--- config.mk ---
export PLATFORM = sky130hd
export DESIGN_NAME = ldsc_core
export DESIGN_NICKNAME = d
export VERILOG_FILES = /design/src/verilog/ldsc_pkg.sv /design/src/verilog/ldsc_core.sv
export SDC_FILE = /design/constraint.sdc
export NUM_CORES = 1
export LEC_CHECK = 0
export ABC_AREA = 0
export BUFFER_PORTS_ARGS = -buffer_cell sky130_fd_sc_hd__clkbuf_2
export CELL_PAD_IN_SITES_DETAIL_PLACEMENT = 2
export CELL_PAD_IN_SITES_GLOBAL_PLACEMENT = 2
export CORE_ASPECT_RATIO = 0.9
export CORE_MARGIN = 2
export CORE_UTILIZATION = 36
export CTS_CLUSTER_DIAMETER = 120
export CTS_CLUSTER_SIZE = 10
export DETAILED_ROUTE_END_ITERATION = 6
export PLACE_DENSITY_LB_ADDON = 0.2
export SLEW_MARGIN = 20
export SYNTH_ARGS = -nofsm -noshare
export SYNTH_HDL_FRONTEND = slang
export SYNTH_SLANG_ARGS = --single-unit
--- constraint.sdc ---
create_clock -name sys_clk -period 5.4 [get_ports sys_clk]
set_input_delay 1.62 -clock sys_clk [delete_from_list [all_inputs] [get_ports sys_clk]]
set_output_delay 1.62 -clock sys_clk [all_outputs]
set_load 0.005 [all_outputs]
--- src/verilog/ldsc_pkg.sv ---
// Package: constants, types and lookup for the LCD setup command decoder
package ldsc_pkg;

  // Command qualifier and opcode patterns
  localparam logic [1:0] RS_CTRL       = 2'h2;
  localparam logic [7:0] OP_HOME       = 8'h01;
  localparam logic [5:0] OP_ENTRY_HI   = 6'h0A;
  localparam logic [5:0] OP_FUNC_HI    = 6'h0C;
  localparam logic [4:0] OP_INV_HI     = 5'h08;
  localparam logic [2:0] OP_RATE_HI    = 3'h4;

  // Values after reset
  localparam logic       RST_STEP_DIR  = 1'h1;
  localparam logic       RST_SHIFT_EN  = 1'h0;
  localparam logic       RST_TWO_LINE  = 1'h0;
  localparam logic       RST_MUX       = 1'h0;
  localparam logic [2:0] RST_INV       = 3'h0;
  localparam logic [4:0] RST_RATE      = 5'h07;
  localparam logic [6:0] RST_DUTY      = 7'h0B;

  // Geometry
  localparam int ADDR_W   = 7;
  localparam int SHIFT_W  = 6;
  localparam int LINE_LEN = 40;

  // Memory bank of a data access
  typedef enum logic [1:0] {
    LDSC_BANK_DISPLAY = 2'b00,
    LDSC_BANK_PATTERN = 2'b01,
    LDSC_BANK_ICON    = 2'b10,
    LDSC_BANK_ROM     = 2'b11
  } ldsc_bank_t;

  // One instruction from the serial front end
  typedef struct packed {
    logic [1:0] register_select;
    logic       read_not_write;
    logic [7:0] data;
  } ldsc_cmd_t;

  // Stored configuration
  typedef struct packed {
    logic       step_dir;
    logic       shift_en;
    logic       two_line;
    logic       mux_ratio_select;
    logic [2:0] polarity_scheme_code;
    logic [4:0] refresh_rate_code;
  } ldsc_cfg_t;

  localparam ldsc_cfg_t RST_CFG = '{RST_STEP_DIR, RST_SHIFT_EN, RST_TWO_LINE,
                                    RST_MUX, RST_INV, RST_RATE};

  // On-part of the drive duty cycle in percent per refresh rate code
  function automatic logic [6:0] ldsc_duty(input logic [4:0] code);
    logic [6:0] d;
    d = 7'h32;
    case (code)
      5'h00: d = 7'h32;
      5'h01: d = 7'h2C;
      5'h02: d = 7'h26;
      5'h03: d = 7'h21;
      5'h04: d = 7'h1B;
      5'h05: d = 7'h17;
      5'h06: d = 7'h0F;
      5'h07: d = 7'h0B;
      5'h08: d = 7'h05;
      5'h09: d = 7'h32;
      5'h0A: d = 7'h2E;
      5'h0B: d = 7'h2A;
      5'h0C: d = 7'h26;
      5'h0D: d = 7'h21;
      5'h0E: d = 7'h1B;
      5'h0F: d = 7'h14;
      5'h10: d = 7'h0B;
      5'h11: d = 7'h32;
      5'h12: d = 7'h2A;
      5'h13: d = 7'h21;
      5'h14: d = 7'h14;
      default: d = 7'h32;
    endcase
    return d;
  endfunction : ldsc_duty

endpackage : ldsc_pkg
--- src/verilog/ldsc_core.sv ---
// Decoder for return home, entry mode, function set, inversion and refresh rate commands
//
// Summary of operation
// - Control write 00000001 zeroes the address counter and unshifts the display.
// - Return home cancels all accumulated display shift.
// - Return home puts cursor at line one left; keeps step and shift flags.
// - Entry mode: control write 001010xx; bit1 step direction (reset 1), bit0 shift (reset 0).
// - Every memory data access except to the ROM bank steps the address counter by one per direction.
// - Display memory write with shift enabled shifts display; left if step is up.
// - No shift on reads or on pattern or icon memory accesses.
// - Function set 001100xx; bit1 picks 1x40 (reset) or 2x20 layout.
// - Function set bit0 picks mux 1:18 (reset) or 1:9.
// - Inversion 01000xxx; code 0 frame inversion, codes 1..7 n-line inversion.
// - n-line mode toggles drive polarity after every n rows; a frame pulse restarts the row count.
// - Frame mode toggles drive polarity once per frame.
// - Refresh rate 100xxxxx; code applies only with internal oscillator as source.
// - Refresh rate after reset is the 80 Hz default code.
// - Duty cycle output follows the selected refresh rate code.
`timescale 1ns/10ps

module ldsc_core #(
  parameter int LINE_CHARS = ldsc_pkg::LINE_LEN
) (
  input  wire logic                            sys_clk,
  input  wire logic                            rst_n,
  input  wire logic                            cmd_valid,
  input  wire ldsc_pkg::ldsc_cmd_t             cmd,
  input  wire logic                            mem_access,
  input  wire logic                            mem_write,
  input  wire ldsc_pkg::ldsc_bank_t            mem_bank,
  input  wire logic                            row_strobe,
  input  wire logic                            frame_strobe,
  input  wire logic                            osc_internal_pin,
  output ldsc_pkg::ldsc_cfg_t                  cfg,
  output logic [ldsc_pkg::ADDR_W-1:0]          address_counter,
  output logic [ldsc_pkg::SHIFT_W-1:0]         shift_offset,
  output logic                                 drive_polarity,
  output logic [6:0]                           duty_on_pct,
  output logic                                 home_done
);

  // Oscillator source pin synchroniser
  logic osc_meta;
  logic osc_sync;

  always_ff @(posedge sys_clk or negedge rst_n) begin
    if (!rst_n) begin
      osc_meta <= 1'b0;
      osc_sync <= 1'b0;
    end else begin
      osc_meta <= osc_internal_pin;
      osc_sync <= osc_meta;
    end
  end

  // Instruction decode
  wire is_ctrl_wr = cmd_valid && !cmd.read_not_write
                    && (cmd.register_select == ldsc_pkg::RS_CTRL);
  wire dec_home   = is_ctrl_wr && (cmd.data == ldsc_pkg::OP_HOME);
  wire dec_entry  = is_ctrl_wr && (cmd.data[7:2] == ldsc_pkg::OP_ENTRY_HI);
  wire dec_func   = is_ctrl_wr && (cmd.data[7:2] == ldsc_pkg::OP_FUNC_HI);
  wire dec_inv    = is_ctrl_wr && (cmd.data[7:3] == ldsc_pkg::OP_INV_HI);
  wire dec_rate   = is_ctrl_wr && (cmd.data[7:5] == ldsc_pkg::OP_RATE_HI);
  wire rate_ok    = dec_rate && osc_sync;

  // Next configuration: each command touches only its own fields
  ldsc_pkg::ldsc_cfg_t next_cfg;

  always_comb begin
    next_cfg = cfg;
    if (dec_entry) begin
      next_cfg.step_dir = cmd.data[1];
      next_cfg.shift_en = cmd.data[0];
    end
    if (dec_func) begin
      next_cfg.two_line         = cmd.data[1];
      next_cfg.mux_ratio_select = cmd.data[0];
    end
    if (dec_inv) begin
      next_cfg.polarity_scheme_code = cmd.data[2:0];
    end
    if (rate_ok) begin
      next_cfg.refresh_rate_code = cmd.data[4:0];
    end
  end

  // Configuration store; return home leaves step and shift flags alone
  always_ff @(posedge sys_clk or negedge rst_n) begin
    if (!rst_n) begin
      cfg <= ldsc_pkg::RST_CFG;
    end else begin
      cfg <= next_cfg;
    end
  end

  // Duty cycle tracks the selected rate code
  always_ff @(posedge sys_clk or negedge rst_n) begin
    if (!rst_n) begin
      duty_on_pct <= ldsc_pkg::RST_DUTY;
    end else begin
      duty_on_pct <= ldsc_pkg::ldsc_duty(next_cfg.refresh_rate_code);
    end
  end

  // Address stepping and display shift on data accesses
  wire step_evt   = mem_access && (mem_bank != ldsc_pkg::LDSC_BANK_ROM);
  wire shift_evt  = mem_access && mem_write && cfg.shift_en
                    && (mem_bank == ldsc_pkg::LDSC_BANK_DISPLAY);

  localparam logic [ldsc_pkg::SHIFT_W-1:0] SHIFT_MAX =
    ldsc_pkg::SHIFT_W'(LINE_CHARS - 1);

  logic [ldsc_pkg::ADDR_W-1:0]  next_addr;
  logic [ldsc_pkg::SHIFT_W-1:0] next_shift;

  always_comb begin
    next_addr  = address_counter;
    next_shift = shift_offset;
    if (step_evt) begin
      if (cfg.step_dir) begin
        next_addr = address_counter + 7'h01;
      end else begin
        next_addr = address_counter - 7'h01;
      end
    end
    if (shift_evt) begin
      if (cfg.step_dir) begin
        // Shift left: window origin moves forward
        next_shift = (shift_offset == SHIFT_MAX) ? 6'h00 : shift_offset + 6'h01;
      end else begin
        // Shift right: window origin moves back
        next_shift = (shift_offset == 6'h00) ? SHIFT_MAX : shift_offset - 6'h01;
      end
    end
    if (dec_home) begin
      next_addr  = '0;
      next_shift = '0;
    end
  end

  // Address counter, shift offset and home pulse
  always_ff @(posedge sys_clk or negedge rst_n) begin
    if (!rst_n) begin
      address_counter <= '0;
      shift_offset    <= '0;
      home_done       <= 1'b0;
    end else begin
      address_counter <= next_addr;
      shift_offset    <= next_shift;
      home_done       <= dec_home;
    end
  end

  // Inversion scheme: frame mode or n-line mode
  logic [2:0] row_count;
  wire        frame_mode = (cfg.polarity_scheme_code == 3'h0);
  wire        row_wrap   = row_strobe && !frame_mode
                           && (row_count == cfg.polarity_scheme_code - 3'h1);
  wire        pol_flip   = frame_mode ? frame_strobe : row_wrap;

  logic [2:0] next_row_count;

  always_comb begin
    next_row_count = row_count;
    if (frame_mode || frame_strobe || dec_inv) begin
      next_row_count = 3'h0;
    end else if (row_wrap) begin
      next_row_count = 3'h0;
    end else if (row_strobe) begin
      next_row_count = row_count + 3'h1;
    end
  end

  // Polarity register and row counter
  always_ff @(posedge sys_clk or negedge rst_n) begin
    if (!rst_n) begin
      row_count      <= 3'h0;
      drive_polarity <= 1'b0;
    end else begin
      row_count      <= next_row_count;
      drive_polarity <= pol_flip ? !drive_polarity : drive_polarity;
    end
  end

endmodule : ldsc_core

==> results.cfg <==
[status]
outcome = finished, final reports clean

[power]
p_per_area_nw_per_um2 = 292
leakagePower_nw = 1.47
vdd_drop_max_mv = 0.118

[clocking]
holdBufCountCts = 0
cts_tree = yes
numClockSinks = 38
clock_path_buffers = 2
path_clk_slew_ns = 0.08
root_buffer = clkbuf_8
cts_resized = 0
cts_setup_buffers = 0
worstSkewPairLatency_ns = 0.30
htree_levels = 2
cts_made_buffers = 5

[timing]
fmax_mhz = 294
report.final.slew_viol_count = 0
hold_viol_final = 0
fin_crit_sh = 0.630
finalSetupViolations = 0
skew_ns = 0.0101
rsz0062_at_grt = no
fin_tns_setup_ns = 0
fin_hold_ws_ns = 0.359
slew_headroom = 0.346
fin_crit_ns = 3.40
tightest_slew_ns = 0.981

[setup_path]
worstPathArrival_ns = 3.63
cp-start-kind = primary input
required_ns = 5.63
crit_path_end_kind = register
reg2reg_setup_slack_ns = 2.64
setup.worst_path.class = primary input to register
worstPathMaxFanout = 22

[logic_synthesis]
synth-seq-cells = 38
synth_top_area_cell = dfrtp_1
syn_area_um2 = 2740
synth_most_common_cell = dfrtp_1
synth_ff_type = dfrtp_1
async_reset_ff_frac = 1.00
netlist_instances = 297
synth_area_per_cell_um2 = 9.23
synth-edff-count = 0
synth.cells.most_frequent = 31 x dfrtp_1, 26 x nand2_1, 22 x a21oi_1, 22 x nor2_1
yosysTopAreaCellShare = 0.283
ys_seq_area_frac = 0.350
synth.area.top_cells = dfrtp_1 28%, dfstp_2 6.7%, ha_1 6.4%, a21oi_1 4.0%, nand2_1 3.6%
synthDistinctLibCells = 71
syn_nets = 333
yosys_warnings = 0

[cells_and_area]
fin_util = 0.421
stdcell_area_um2 = 3150
multi_input_area_um2 = 1630
fin_nets = 379
num-fill-cells = 856
area_delta_synth_final_pct = 14.8
final_layout_size_suffix_gt1_frac = 0.241
seqCellArea_um2 = 960
n_antenna_cell = 0
final_cells = 440

[worst_hold_path]
min_path_type = register to register

[drt]
drtIter0Drc = 72
vias_per_cell = 5.63
vias = 2476
wirelength_um = 8140
ant_nets = 0
remaining_drc_errors = 0
firstDrtPassIters = 6
wire_per_inst_um = 18.5

[grt]
globalRouteOverflowTotal = 0
grt_antenna_before_repair = 0
grt.total_usage = 0.214
grt_first_pass_wirelength_um = 13800
grt_pass1_vias = 2678
grt_max_degree = 39

[die]
die_x_um = 96.0
io_pins = 55
die_y_um = 86.8
start_util = 0.367
die-area_um2 = 8330
core_area_um2 = 7470
rows = 30

[place]
hpwl_um = 6120
placedCellCount = 432
io_buffers = 53
place_area_um2 = 3040
gp_congestion = 0.793

[job]
drv_cap = 0
## worst paths after layout
check                         start                 end  depth (start not counted)
setup / recovery             cmd[6]      duty_on_pct[2]                          7
hold / removal             osc_meta            osc_sync                          0
setup reg to reg            cfg[11]  address_counter[6]                          6
hold reg to reg            osc_meta            osc_sync                          0
max in group asynchronous     rst_n              cfg[9]                          1
min in group asynchronous     rst_n     shift_offset[5]                          1
## cells by family after synthesis
group | Yosys count | synth area share
flip-flops | 38 | 0.350
multiplexers | 17 | 0.0799
AO/OA/AOI/OAI | 74 | 0.184
other | 1 | 0.00137
AND/OR/NAND/NOR | 112 | 0.227
buffers and inverters | 30 | 0.0539
adder cells (fa/ha/maj) | 15 | 0.0712
XOR/XNOR | 10 | 0.0320
## layer usage
metal | share of wire | GRT usage | vias to the layer above | wire length [um]
li1 | - | - | 1178 | -
met4 | 0.010 | 0.0506 | 0 | 83
met5 | 0 | 0 | - | 0
met1 | 0.48 | 0.286 | 1250 | 3880
met3 | 0.027 | 0.0296 | 7 | 217
met2 | 0.49 | 0.367 | 41 | 3960
## sequential cells by signal, summed over array words and instances, names as in the netlist
name and cells:
address_counter 7, cfg 12, drive_polarity 1, duty_on_pct 6
home_done 1, osc_meta 1, osc_sync 1, row_count 3
shift_offset 6
## critical path: stages
cell	delay, ns
clkbuf_2	0.13
and4bb_4	0.43
nand2_8	0.17
mux2i_2	0.40
ha_1	0.35
nor4_1	0.34
a311o_1	0.17
## layout make-up
class / count / area share
Clock buffer: 5 / 0.0219
Clock inverter: 3 / 0.0127
Inverter: 16 / 0.0191
Multi-Input combinational cell: 229 / 0.519
Sequential cell: 38 / 0.305
Tap cell: 96 / 0.0382
Timing Repair Buffer: 53 / 0.0843
## cell usage in the layout, fill, tap and decap left out, types with 3 or more instances in the layout
master    count
dfrtp_1      31
ha_1         14
o31a_1        3
nand4_1       4
dfstp_2       7
nand3b_1      3
a31oi_1       3
nand2b_1     13
nand2_1      26
a21oi_1      22
or3_1         4
nor2b_1       3
o21ai_0      11
clkbuf_2     53
mux2i_4       3
clkbuf_8      5
nor3_1       11
mux2i_1       9
o211ai_1      4
or4_1         3
nor2_1       22
nor4_1        4
xnor2_1       8
a211oi_1      4
nand3_1       7
inv_1        14
## stage by stage
step	worst slack (ns)	power, mW
6_report	2.00	0.920
5_1_grt	1.96	0.989
4_1_cts	2.03	0.937
3_5_place_dp	1.73	0.681
3_3_place_gp	1.87	0.669
2_1_floorplan	2.09	0.563
## where the power goes
group	internal, mW	switching, mW
combinational	0.136	0.150
clock	0.136	0.111
sequential	0.337	0.0494
Power figures use the tool's default switching activity.
